<file path="config.mk">
export PLATFORM = sky130hd
export DESIGN_NAME = pfpwm_timer
export DESIGN_NICKNAME = d
export VERILOG_FILES = /design/src/pfpwm_pkg.sv /design/src/pfpwm_prescaler.sv /design/src/pfpwm_timer.sv
export SDC_FILE = /design/constraint.sdc
export NUM_CORES = 1
export LEC_CHECK = 0
export BUFFER_PORTS_ARGS = -buffer_cell sky130_fd_sc_hd__clkbuf_2
export CAP_MARGIN = 5
export CORE_ASPECT_RATIO = 0.8
export CORE_UTILIZATION = 45
export DETAILED_ROUTE_END_ITERATION = 10
export PLACE_DENSITY = 0.74
export SLEW_MARGIN = 20
export SYNTH_ARGS = -nofsm -noshare
export SYNTH_HDL_FRONTEND = slang
export SYNTH_SLANG_ARGS = --single-unit
</file>
<file path="constraint.sdc">
create_clock -name CLK -period 4.2 [get_ports CLK]
set_clock_uncertainty 0.15 [all_clocks]
set_input_delay 0.42 -clock CLK [delete_from_list [all_inputs] [get_ports CLK]]
set_output_delay 0.42 -clock CLK [all_outputs]
set_load 0.01 [all_outputs]
</file>
<file path="src/pfpwm_pkg.sv">
// shared constants of the dual-slope symmetric pwm timer
// assumes a single clock domain and a 32-bit axi4-lite register bus
package pfpwm_pkg;

  // ****************************************************************
  // register map (byte addresses)
  // ****************************************************************
  localparam int         ADDR_W     = 6;
  localparam logic [5:0] OFF_CTRL   = 6'h00;
  localparam logic [5:0] OFF_COUNT  = 6'h04;
  localparam logic [5:0] OFF_CMPA   = 6'h08;
  localparam logic [5:0] OFF_CMPB   = 6'h0c;
  localparam logic [5:0] OFF_CAPT   = 6'h10;
  localparam logic [5:0] OFF_STAT   = 6'h14;
  localparam logic [5:0] OFF_CLR    = 6'h18;
  localparam logic [5:0] OFF_IEN    = 6'h1c;

  // ****************************************************************
  // control register fields
  // ****************************************************************
  localparam int          CTRL_MODE_LSB = 0;
  localparam int          CTRL_CS_LSB   = 4;
  localparam int          CTRL_ACTA_LSB = 8;
  localparam int          CTRL_ACTB_LSB = 10;
  localparam int          CTRL_DIRA_BIT = 12;
  localparam int          CTRL_DIRB_BIT = 13;
  localparam int          CTRL_PRTA_BIT = 14;
  localparam int          CTRL_PRTB_BIT = 15;
  localparam logic [15:0] CTRL_RESET    = 16'h0000;

  localparam logic [3:0]  MODE_CAPT_TOP = 4'h8;
  localparam logic [3:0]  MODE_CMPA_TOP = 4'h9;

  localparam logic [1:0]  ACT_OFF    = 2'h0;
  localparam logic [1:0]  ACT_TOGGLE = 2'h1;
  localparam logic [1:0]  ACT_NONINV = 2'h2;
  localparam logic [1:0]  ACT_INV    = 2'h3;

  // ****************************************************************
  // status bits, prescaler selects, misc values
  // ****************************************************************
  localparam int          ST_W    = 4;
  localparam int          ST_OVF  = 0;
  localparam int          ST_CMPA = 1;
  localparam int          ST_CMPB = 2;
  localparam int          ST_CAPT = 3;

  localparam int          PRE_W      = 10;
  localparam logic [2:0]  CS_STOP    = 3'h0;
  localparam logic [2:0]  CS_DIV1    = 3'h1;
  localparam logic [2:0]  CS_DIV8    = 3'h2;
  localparam logic [2:0]  CS_DIV64   = 3'h3;
  localparam logic [2:0]  CS_DIV256  = 3'h4;
  localparam logic [2:0]  CS_DIV1024 = 3'h5;

  localparam logic [15:0] BOTTOM      = 16'h0000;
  localparam logic [1:0]  RESP_OKAY   = 2'h0;
  localparam logic [1:0]  RESP_SLVERR = 2'h2;

endpackage

</file>
<file path="src/pfpwm_prescaler.sv">
// prescaler producing the one-cycle timer tick enable
// assumes clk is the i/o clock and srst is synchronous, active high
`timescale 1ns/10ps
module pfpwm_prescaler
  import pfpwm_pkg::*;
#(
  parameter int DIV_W = PRE_W
) (
  input  wire logic       clk,        // i/o clock
  input  wire logic       srst,       // synchronous reset
  input  wire logic [2:0] clk_select, // divider choice
  output logic            timer_tick  // one-cycle enable
);

  typedef struct packed {
    logic [DIV_W-1:0] cnt;
    logic             tick;
  } pfpwm_pre_t;

  pfpwm_pre_t s;
  pfpwm_pre_t next_s;

  // all-ones pattern of the low count bits marks the end of a division
  function automatic logic [DIV_W-1:0] div_mask(input logic [2:0] sel);
    case (sel)
      CS_DIV8:    div_mask = DIV_W'(10'h007);
      CS_DIV64:   div_mask = DIV_W'(10'h03f);
      CS_DIV256:  div_mask = DIV_W'(10'h0ff);
      CS_DIV1024: div_mask = DIV_W'(10'h3ff);
      default:    div_mask = '0;
    endcase
  endfunction

  always_comb begin
    next_s = s;
    if (clk_select == CS_STOP || clk_select > CS_DIV1024) begin
      next_s.cnt  = '0;
      next_s.tick = 1'b0;
    end else begin
      next_s.cnt  = s.cnt + DIV_W'(1);
      next_s.tick = ((s.cnt & div_mask(clk_select)) == div_mask(clk_select));
    end
  end

  // the tick is an enable in the same clock domain, never a clock
  always_ff @(posedge clk) begin
    if (srst) begin
      s <= '0;
    end else begin
      s <= next_s;
    end
  end

  assign timer_tick = s.tick;

endmodule

</file>
<file path="src/pfpwm_timer.sv">
// dual-slope symmetric pwm timer with axi4-lite registers and an interrupt
// assumes one clock CLK, synchronous active-high SRST, pins synchronous to CLK
//
// Local design decisions: the AXI4-Lite register port and the register offsets.
`timescale 1ns/10ps
module pfpwm_timer
  import pfpwm_pkg::*;
(
  input  wire logic        CLK,        // i/o clock, 10 mhz
  input  wire logic        SRST,       // synchronous reset, active high
  input  wire logic [5:0]  AWADDR,     // write address
  input  wire logic        AWVALID,    // write address valid
  output logic             AWREADY,    // write address ready
  input  wire logic [31:0] WDATA,      // write data
  input  wire logic [3:0]  WSTRB,      // write byte strobes
  input  wire logic        WVALID,     // write data valid
  output logic             WREADY,     // write data ready
  output logic [1:0]       BRESP,      // write response
  output logic             BVALID,     // write response valid
  input  wire logic        BREADY,     // write response ready
  input  wire logic [5:0]  ARADDR,     // read address
  input  wire logic        ARVALID,    // read address valid
  output logic             ARREADY,    // read address ready
  output logic [31:0]      RDATA,      // read data
  output logic [1:0]       RRESP,      // read response
  output logic             RVALID,     // read data valid
  input  wire logic        RREADY,     // read data ready
  output logic             IRQ,        // level interrupt
  output logic             PIN_A,      // pin a level
  output logic             PIN_A_OE_N, // pin a driver enable, low drives
  output logic             PIN_B,      // pin b level
  output logic             PIN_B_OE_N  // pin b driver enable, low drives
);

  // ****************************************************************
  // state
  // ****************************************************************
  typedef struct packed {
    logic [15:0]     ctrl;
    logic [15:0]     cmp_buf_a;
    logic [15:0]     cmp_buf_b;
    logic [15:0]     cmp_act_a;
    logic [15:0]     cmp_act_b;
    logic [15:0]     capture_top_value;
    logic [15:0]     counter_value;
    logic            count_up;
    logic            oc_a;
    logic            oc_b;
    logic [ST_W-1:0] status;
    logic [ST_W-1:0] irq_en;
    logic            irq;
    logic            pin_a;
    logic            pin_a_oe_n;
    logic            pin_b;
    logic            pin_b_oe_n;
    logic            awready;
    logic            wready;
    logic            aw_full;
    logic            w_full;
    logic [5:0]      aw_addr;
    logic [31:0]     wdata;
    logic [3:0]      wstrb;
    logic            bvalid;
    logic [1:0]      bresp;
    logic            arready;
    logic            rvalid;
    logic [31:0]     rdata;
    logic [1:0]      rresp;
  } pfpwm_state_t;

  pfpwm_state_t s;
  pfpwm_state_t next_s;
  logic         timer_tick;

  // ****************************************************************
  // helpers
  // ****************************************************************
  function automatic logic [15:0] merge16(input logic [15:0] old, input logic [31:0] wd,
                                          input logic [3:0] strb);
    merge16 = old;
    if (strb[0]) begin
      merge16[7:0] = wd[7:0];
    end
    if (strb[1]) begin
      merge16[15:8] = wd[15:8];
    end
  endfunction

  // output action for one channel at one tick
  function automatic logic oc_update(input logic oc, input logic [1:0] act, input logic eff_up,
                                     input logic match, input logic toggle_ok);
    oc_update = oc;
    if (match) begin
      case (act)
        ACT_NONINV: oc_update = ~eff_up;
        ACT_INV:    oc_update = eff_up;
        ACT_TOGGLE: oc_update = toggle_ok ? ~oc : oc;
        default:    oc_update = oc;
      endcase
    end
  endfunction

  // ****************************************************************
  // prescaler
  // ****************************************************************
  pfpwm_prescaler #(
    .DIV_W (PRE_W)
  ) u_prescaler (
    .clk        (CLK),
    .srst       (SRST),
    .clk_select (s.ctrl[CTRL_CS_LSB +: 3]),
    .timer_tick (timer_tick)
  );

  // ****************************************************************
  // next state
  // ****************************************************************
  always_comb begin
    logic [3:0]      mode;
    logic            mode_ok;
    logic [15:0]     top;
    logic            at_top;
    logic            at_bot;
    logic            eff_up;
    logic            match_a;
    logic            match_b;
    logic [ST_W-1:0] events;
    logic [ST_W-1:0] clr;
    logic [1:0]      act_a;
    logic [1:0]      act_b;
    logic            wsel;
    logic            rsel;

    next_s  = s;
    mode    = s.ctrl[CTRL_MODE_LSB +: 4];
    act_a   = s.ctrl[CTRL_ACTA_LSB +: 2];
    act_b   = s.ctrl[CTRL_ACTB_LSB +: 2];
    mode_ok = (mode == MODE_CAPT_TOP) || (mode == MODE_CMPA_TOP);
    top     = (mode == MODE_CMPA_TOP) ? s.cmp_act_a : s.capture_top_value;
    at_top  = (s.counter_value == top);
    at_bot  = (s.counter_value == BOTTOM);
    // bottom always counts as up-going and top as down-going, which keeps
    // compare-at-bottom steady low and compare-at-top steady high on a non-inverting channel
    eff_up  = at_bot ? 1'b1 : (at_top ? 1'b0 : s.count_up);
    // a compare value above top is never reached by the counter
    match_a = (s.counter_value == s.cmp_act_a);
    match_b = (s.counter_value == s.cmp_act_b);
    events  = '0;
    clr     = '0;
    wsel    = 1'b0;
    rsel    = 1'b0;

    // ****************************************************************
    // counter and waveform, advanced only on the tick enable
    // ****************************************************************
    if (timer_tick && mode_ok) begin
      if (at_bot) begin
        next_s.counter_value = (top == BOTTOM) ? BOTTOM : 16'h0001;
        next_s.count_up      = 1'b1;
        next_s.cmp_act_a     = s.cmp_buf_a;
        next_s.cmp_act_b     = s.cmp_buf_b;
        events[ST_OVF]       = 1'b1;
      end else if (at_top) begin
        // top shows for this single tick, then the count turns down
        next_s.counter_value = s.counter_value - 16'h0001;
        next_s.count_up      = 1'b0;
      end else if (s.count_up) begin
        next_s.counter_value = s.counter_value + 16'h0001;
      end else begin
        next_s.counter_value = s.counter_value - 16'h0001;
      end
      if (match_a) begin
        events[ST_CMPA] = 1'b1;
      end
      if (match_b) begin
        events[ST_CMPB] = 1'b1;
      end
      if (at_top && mode == MODE_CMPA_TOP) begin
        events[ST_CMPA] = 1'b1;
      end
      if (at_top && mode == MODE_CAPT_TOP) begin
        events[ST_CAPT] = 1'b1;
      end
      next_s.oc_a = oc_update(s.oc_a, act_a, eff_up, match_a, mode == MODE_CMPA_TOP);
      next_s.oc_b = oc_update(s.oc_b, act_b, eff_up, match_b, 1'b0);
    end

    // ****************************************************************
    // axi4-lite write channel
    // ****************************************************************
    if (AWVALID && s.awready) begin
      next_s.aw_full = 1'b1;
      next_s.aw_addr = AWADDR;
    end
    if (WVALID && s.wready) begin
      next_s.w_full = 1'b1;
      next_s.wdata  = WDATA;
      next_s.wstrb  = WSTRB;
    end
    if (s.bvalid && BREADY) begin
      next_s.bvalid = 1'b0;
    end
    if (s.aw_full && s.w_full && !s.bvalid) begin
      wsel           = 1'b1;
      next_s.aw_full = 1'b0;
      next_s.w_full  = 1'b0;
      next_s.bvalid  = 1'b1;
      next_s.bresp   = RESP_OKAY;
      case (s.aw_addr)
        OFF_CTRL: next_s.ctrl              = merge16(s.ctrl, s.wdata, s.wstrb);
        OFF_CMPA: next_s.cmp_buf_a         = merge16(s.cmp_buf_a, s.wdata, s.wstrb);
        OFF_CMPB: next_s.cmp_buf_b         = merge16(s.cmp_buf_b, s.wdata, s.wstrb);
        OFF_CAPT: next_s.capture_top_value = merge16(s.capture_top_value, s.wdata, s.wstrb);
        OFF_COUNT: next_s.bresp            = RESP_OKAY;
        OFF_STAT: next_s.bresp             = RESP_OKAY;
        OFF_CLR: begin
          if (s.wstrb[0]) begin
            clr = s.wdata[ST_W-1:0];
          end
        end
        OFF_IEN: begin
          if (s.wstrb[0]) begin
            next_s.irq_en = s.wdata[ST_W-1:0];
          end
        end
        default: next_s.bresp = RESP_SLVERR;
      endcase
    end
    next_s.awready = !next_s.aw_full && !next_s.bvalid;
    next_s.wready  = !next_s.w_full && !next_s.bvalid;

    // ****************************************************************
    // axi4-lite read channel
    // ****************************************************************
    if (s.rvalid && RREADY) begin
      next_s.rvalid = 1'b0;
    end
    if (ARVALID && s.arready) begin
      rsel          = 1'b1;
      next_s.rvalid = 1'b1;
      next_s.rresp  = RESP_OKAY;
      next_s.rdata  = 32'h00000000;
      case (ARADDR)
        OFF_CTRL:  next_s.rdata[15:0]     = s.ctrl;
        OFF_COUNT: next_s.rdata[15:0]     = s.counter_value;
        OFF_CMPA:  next_s.rdata[15:0]     = s.cmp_buf_a;
        OFF_CMPB:  next_s.rdata[15:0]     = s.cmp_buf_b;
        OFF_CAPT:  next_s.rdata[15:0]     = s.capture_top_value;
        OFF_STAT:  next_s.rdata[ST_W-1:0] = s.status;
        OFF_CLR:   next_s.rdata[ST_W-1:0] = '0;
        OFF_IEN:   next_s.rdata[ST_W-1:0] = s.irq_en;
        default:   next_s.rresp           = RESP_SLVERR;
      endcase
    end
    next_s.arready = !next_s.rvalid;

    // ****************************************************************
    // flags and interrupt
    // ****************************************************************
    // a flag event in the cycle of its clear still lands
    next_s.status = (s.status & ~clr) | events;
    next_s.irq    = |(next_s.status & next_s.irq_en);

    // ****************************************************************
    // pins
    // ****************************************************************
    // the waveform owns a pin only in a pwm mode with a live action;
    // toggle on channel b leaves the pin to the port bit
    if (mode_ok && act_a != ACT_OFF && (act_a != ACT_TOGGLE || mode == MODE_CMPA_TOP)) begin
      next_s.pin_a = next_s.oc_a;
    end else begin
      next_s.pin_a = s.ctrl[CTRL_PRTA_BIT];
    end
    if (mode_ok && (act_b == ACT_NONINV || act_b == ACT_INV)) begin
      next_s.pin_b = next_s.oc_b;
    end else begin
      next_s.pin_b = s.ctrl[CTRL_PRTB_BIT];
    end
    next_s.pin_a_oe_n = ~s.ctrl[CTRL_DIRA_BIT];
    next_s.pin_b_oe_n = ~s.ctrl[CTRL_DIRB_BIT];

    // unused selects only mark which access took effect this cycle
    if (wsel && rsel) begin
      next_s.bresp = next_s.bresp;
    end
  end

  // ****************************************************************
  // registers
  // ****************************************************************
  // zero reset except count_up and both oe_n set: bottom, counting up, pins released, flags, compares, actions cleared
  always_ff @(posedge CLK) begin
    if (SRST) begin
      s                   <= '0;
      s.ctrl              <= CTRL_RESET;
      s.counter_value     <= BOTTOM;
      s.count_up          <= 1'b1;
      s.pin_a_oe_n        <= 1'b1;
      s.pin_b_oe_n        <= 1'b1;
    end else begin
      s <= next_s;
    end
  end

  // ****************************************************************
  // outputs, all straight from flops
  // ****************************************************************
  assign AWREADY    = s.awready;
  assign WREADY     = s.wready;
  assign BVALID     = s.bvalid;
  assign BRESP      = s.bresp;
  assign ARREADY    = s.arready;
  assign RVALID     = s.rvalid;
  assign RDATA      = s.rdata;
  assign RRESP      = s.rresp;
  assign IRQ        = s.irq;
  assign PIN_A      = s.pin_a;
  assign PIN_A_OE_N = s.pin_a_oe_n;
  assign PIN_B      = s.pin_b;
  assign PIN_B_OE_N = s.pin_b_oe_n;

endmodule

</file>
==> run metrics, run 1 <==
number of flops mapped to enable cells by yosys 0; DP Wirelength 17100 um; R2R cell count 7; vias per cell 5.69; setup violators final 0; final net count 1123; Detailed Routing Iterations Pass 1 7; top cells by count, synth nor2_1 (197), dfxtp_1 (188), mux2i_1 (117); Mapped Avg Cell Area 8.68 um^2; Die X 160 um; core area 19300 um^2; RSZ-0062 raised after global routing false; worst-skew pair later-pin latency 0.44 ns; Synth Warn # 0; Iter 0 DRT Violations 1027; vias in the first global route 6867; layout cells sized above 1 0.130; total CTS buffers 17; most frequent cell after synthesis nor2_1; Hold Buf Count CTS 0; Fmax achieved 0.290 GHz; first-pass GRT wire length 37600 um; run status finished, final reports clean; area of the multi-input gates 4700 um^2; Sink Count 188; Setup TNS Final 0 ns; Final Max Slew Viols 0; Max Cap Viol 0; cells after synthesis 1038; Post-Syn Area 9010 um^2; post-CTS setup buffers 0; Worst Path Arrival 3.59 ns; Top Usage Layer GRT met2; utilization after layout 0.515; fin area 9950 um^2; flop and latch count out of synthesis 188; Top Ports 101; fraction of registers with async set or reset after synthesis 0; Setup CP Type register to register; GR Util met3 0.0529; CTS tree built; met1 Use GR 0.341; Area after DPL 9360 um^2; Int Power 2.71 mW; worst slew pin tran 0.984 ns; H-tree depth 4; sequential element share of the synthesized area 0.418; FF-to-FF End s[140]; Net Switching 889 uW; number of buffers on the longest clock path 2; routed len/inst 18.1 um; IO buf count 64; detailed-route via count 7584; Pwr Density 362 nW/um^2; synth top area cells dfxtp_1 (42%), mux2i_1 (13%), nor2_1 (8.2%); Worst Setup End Kind register; register share of total power 0.509; hold endpoint s[40]; die height 129 um; Initial Utilization 0.466; Reg with most FFs s; Antenna Cells 0; count of cell types in the netlist 59; worst hold path startpoint WSTRB[1]; worst endpoint required time 4.34 ns; HP Class primary input to register; crit path time final 3.45 ns; cell taking the most area after synthesis dfxtp_1; max reg flops 149; DIE AREA 20600 um^2; antenna violation net count after detailed routing 0; met2 Resource Use GR 0.343; Crit Reg-Reg Startpoint s[108]; maximum VDD drop 246 uV; clk slew on worst S/H paths 0.08 ns; largest net degree at the start of global routing 77; FILL cells 1828; Rel. slew slack 0.340; Fin. Hold Viols 0; R2R setup slack 0.75 ns; final worst path period share 0.821; initial antenna violation count 1; Total Power 3.60 mW; Rows 45; remaining global-route overflow 0; Combinational Power Share 0.042; cts repair resizes 0; Pleak 3.79 nW; Worst Hold Depth 3; Startpoint Class register; maximum fanout along the worst path 22; clk root buf clkbuf_16; RePlAce Congestion 0.958; Final Routed Wirelength 24100 um; sw frac 0.247; drt drc 0; Clock Power Share 0.449; All-Layer GR Usage 0.235; Most used DFF post-synth dfxtp_1; proportion of netlist area held by the largest area contributor 0.418; synth-to-layout area growth 10.5%; WHS 0.0414 ns; storage element area 3760 um^2
[metal layers]
metal / vias up / part of all wire
met3: 30 / 0.10
met1: 3546 / 0.47
li1: 3604 / -
met5: - / 0
met4: 0 / 0.014
met2: 404 / 0.42
[power groups by stage]
stage                     Combinational, mW  Sequential (mW)  Clock, mW
final                                 0.151             1.84       1.62
after global routing                  0.166             1.84       1.71
after CTS                             0.150             1.83       1.63
after detailed placement              0.149             1.88          0
after global placement                0.147             1.88          0
after floorplan                       0.122             1.87          0
[worst max-delay path: stages, from the launching register on]
cell,delay [ns]
dfxtp_1,0.45
or4_4,0.61
or4_4,0.48
or4_4,0.56
nor2_8,0.45
buf_4,0.30
mux2i_1,0.23
nor2_1,0.06
[stage by stage]
stage,setup slack [ns],cells
after CTS,0.762,1333
after global routing,0.674,1333
final,0.750,1333
after floorplan,1.28,1055
after global placement,0.865,1301
after detailed placement,0.775,1301
[layout by cell type, fill, tap and decap left out, types with 5 or more instances in the layout]
master	instances
buf_4	23
or3_1	5
nand4_1	9
a22oi_1	20
xnor2_1	26
a221oi_1	5
inv_1	22
nor2b_1	13
a222oi_1	14
ha_1	6
o21ai_0	12
nand2b_1	15
clkbuf_16	17
or2_2	6
and3_1	6
a21oi_1	41
nand2_1	77
xor2_1	25
nor3_1	15
nand3_1	26
conb_1	18
nor2_1	197
nor4_1	19
a2111oi_0	5
mux2i_1	117
dfxtp_1	188
a211oi_1	15
clkbuf_2	63
[worst max-delay path by stage]
stage / slack (ns) / to / from / cells past startpoint
detailed placement: 0.77 / s[140] / s[108] / 7
global placement: 0.86 / s[164] / s[108] / 7
CTS: 0.76 / s[140] / s[108] / 7
finish: 0.75 / s[140] / s[108] / 7
floorplan: 1.28 / s[110] / s[200] / 10
global route: 0.67 / s[140] / s[108] / 7
[kinds of logic after synthesis]
family	after synthesis	share of synthesized area
compound gates	135	0.104
flops	188	0.418
buf+inv	120	0.0689
simple gates	417	0.217
mux	120	0.134
other cells	1	0.000416
fa+ha+maj	6	0.00834
xor+xnor	51	0.0496
[layout make-up]
cell class                 instances  share of cell area
clock buffer                      18              0.0441
tap                              258              0.0324
multi-input combinational        747               0.473
timing repair buffer              86              0.0491
clock inverter                    14              0.0151
inverter                          22             0.00830
sequential                       188               0.378
Note: power is estimated with default switching activity, not from simulation.
==> inputs of run 2 (changes only) <==
- PLACE_DENSITY: 0.74 -> 0.76
- clock period: 4.2 -> 3 ns (I/O delays scaled with it)
==> run 2 against run 1 <==
Non-clock buffer count grew 59. Largest power group unchanged. Global-route usage is 0.85 points higher. Worst hold slack better by 0.0067 ns. Final area rose by 5.9%. Count of clock-buffer cells in the layout down 1. First-iteration DRC count shrank 1.3%. Combinational power up 57%.
==> run metrics, run 2 (synthesis results as in run 1) <==
run status finished, final reports clean (unchanged); Crit Reg-Reg Startpoint s[107] (was s[108]); Final Routed Wirelength 25000 um (was 24100 um); cells along the critical path or4_4, or4_4, or4_4, nor2_8, buf_12, mux2i_1, nor2_1 (was or4_4, or4_4, or4_4, nor2_8, buf_4, mux2i_1, nor2_1); Setup CP Type register to register (unchanged); final net count 1182 (was 1123); DIE AREA 20600 um^2 (unchanged); Critical Path Source s[107] (was s[108]); maximum fanout along the worst path 18 (was 22); R2R cell count 7 (unchanged); Combinational Power Share 0.047 (was 0.042); largest net degree at the start of global routing 82 (was 77); critical path depth in cells 7 (unchanged); Initial Utilization 0.466 (unchanged); Final Max Slew Viols 0 (unchanged); die height 129 um (unchanged); Rows 45 (unchanged); Int Power 3.75 mW (was 2.71 mW); vias in the first global route 7188 (was 6867); initial antenna violation count 0 (was 1); clk root buf clkbuf_16 (unchanged); final worst path period share 0.981 (was 0.821); Net Switching 1.31 mW (was 889 uW); register share of total power 0.508 (was 0.509); Max Cap Viol 0 (unchanged); fin area 10500 um^2 (was 9950 um^2); core area 19300 um^2 (unchanged); Pleak 4.07 nW (was 3.79 nW); Startpoint Class register (unchanged); RePlAce Congestion 0.964 (was 0.958); FILL cells 1703 (was 1828); Area after DPL 9640 um^2 (was 9360 um^2); drt drc 0 (unchanged); HP Class primary input to register (unchanged); All-Layer GR Usage 0.244 (was 0.235); Die X 160 um (unchanged); number of buffers on the longest clock path 2 (unchanged); max reg flops 149 (unchanged); routed len/inst 17.9 um (was 18.1 um); RSZ-0062 raised after global routing false (unchanged); clk slew on worst S/H paths 0.08 ns (about the same); worst endpoint required time 3.15 ns (was 4.34 ns); Clock Power Share 0.445 (was 0.449); worst hold path startpoint AWVALID (was WSTRB[1]); IO buf count 64 (unchanged); Fin. Hold Viols 0 (unchanged); hold endpoint s[75] (was s[40]); crit-path leading delay family simple AND/OR/NAND/NOR gates (unchanged); crit path time final 2.94 ns (was 3.45 ns); utilization after layout 0.545 (was 0.515); total CTS buffers 17 (unchanged); Place WS -0.0381 ns (was 0.775 ns); Top Ports 101 (unchanged); Worst Hold Depth 3 (unchanged); Reg with most FFs s (unchanged); DP Wirelength 17600 um (was 17100 um); CTS tree built (unchanged); synth-to-layout area growth 16.9% (was 10.5%); vias per cell 5.64 (was 5.69); Fmax achieved 0.340 GHz (was 0.290 GHz); Sink Count 188 (unchanged); delay of the slowest critical-path stage 0.57 ns (was 0.61 ns); layout cells sized above 1 0.155 (was 0.130); remaining global-route overflow 0 (unchanged); Rel. slew slack 0.433 (was 0.340); FF-to-FF End s[153] (was s[140]); worst slew pin tran 0.851 ns (was 0.984 ns); antenna violation net count after detailed routing 0 (unchanged); Iter 0 DRT Violations 1014 (was 1027); WP buf/inv 1 (unchanged); Worst Path Arrival 3.09 ns (was 3.59 ns); Slowest-stage cell, CP or4_4 (unchanged); detailed-route via count 7852 (was 7584); worst-skew pair later-pin latency 0.44 ns (about the same); H-tree depth 4 (unchanged); maximum VDD drop 318 uV (was 246 uV); Antenna Cells 0 (unchanged); Setup WS post-layout 0.0569 ns (was 0.750 ns); setup violators final 0 (unchanged); most frequent cells in the layout nor2_1 (197), dfxtp_1 (188), mux2i_1 (117) (unchanged); Pwr Density 481 nW/um^2 (was 362 nW/um^2); first-pass GRT wire length 39200 um (was 37600 um); commonest non-fill, non-tap cell in the layout nor2_1 (unchanged); Worst Setup End Kind register (unchanged); Detailed Routing Iterations Pass 1 8 (was 7); sw frac 0.260 (was 0.247); R2R setup slack 0.06 ns (was 0.75 ns); cell repeated most along the worst path or4_4 (unchanged)
-- run 2: changes by cell type in the layout (fill, tap and decap cells not counted), moves of 2 or more --
| cell | delta |
|---|---|
| dlygate4sd3_1 | +26 |
| inv_6 | -3 |
| buf_12 | +3 |
| clkinv_8 | +3 |
| buf_4 | +30 |
| clkinvlp_4 | +2 |
| clkinv_2 | -2 |
-- run 2: routing by layer --
metal | GRT usage | share of wire | up-vias
met5 | 0 | 0 | -
met3 | 0.0551 | 0.092 | 43
met2 | 0.369 | 0.42 | 399
li1 | - | - | 3715
met4 | 0.0644 | 0.019 | 0
met1 | 0.348 | 0.47 | 3695
-- run 2: power by group through the flow --
stage	registers, mW	clock network (mW)	logic (mW)
after floorplan	2.61	0	0.170
after global placement	2.63	0	0.202
after detailed placement	2.63	0	0.206
after CTS	2.57	2.27	0.233
after global routing	2.58	2.39	0.260
final	2.57	2.25	0.237
-- run 2: metrics by stage --
stage               total power [mW]  hold slack [ns]  TNS [ns]  instances
finish                          5.06           0.0481         0       1392
global route                    5.22           0.0566         0       1392
CTS                             5.08           0.0424         0       1392
detailed placement              2.83            0.282   -0.0390       1334
global placement                2.83            0.276         0       1334
floorplan                       2.78            0.233         0       1055
-- run 2: timing repair --
action	in CTS	in global routing
hold endpoints to repair	26	0
setup endpoints to repair	6	10
resized for setup	1	3
hold buffers	26	0
pin swaps	0	1
buffers inserted	0	0
-- run 2: worst reg2reg max path: cells and delay by family, from the launching register on --
family / cells / cell delay, ns
and+or+nand+nor: 5 / 1.89
buffers and inverters: 1 / 0.21
muxes: 1 / 0.24
DFF: 1 / 0.31
-- run 2: how the worst max path moves through the flow --
stage | end | slack (ns)
final | s[153] | 0.06
after floorplan | s[110] | 0.08
after detailed placement | s[99] | -0.04
after global routing | s[106] | 0.001
after CTS | s[99] | 0.05
after global placement | s[99] | 0.05
-- run 2: layout make-up --
type                    count  area, um^2  share of cell area
clock buffers              17         425              0.0404
well taps                 258         323              0.0307
clock inverters            15         175              0.0166
flip-flops and latches    188        3760               0.357
inverters                  22        82.6             0.00784
multi-input cells         747        4730               0.449
repair buffers            145        1030              0.0981
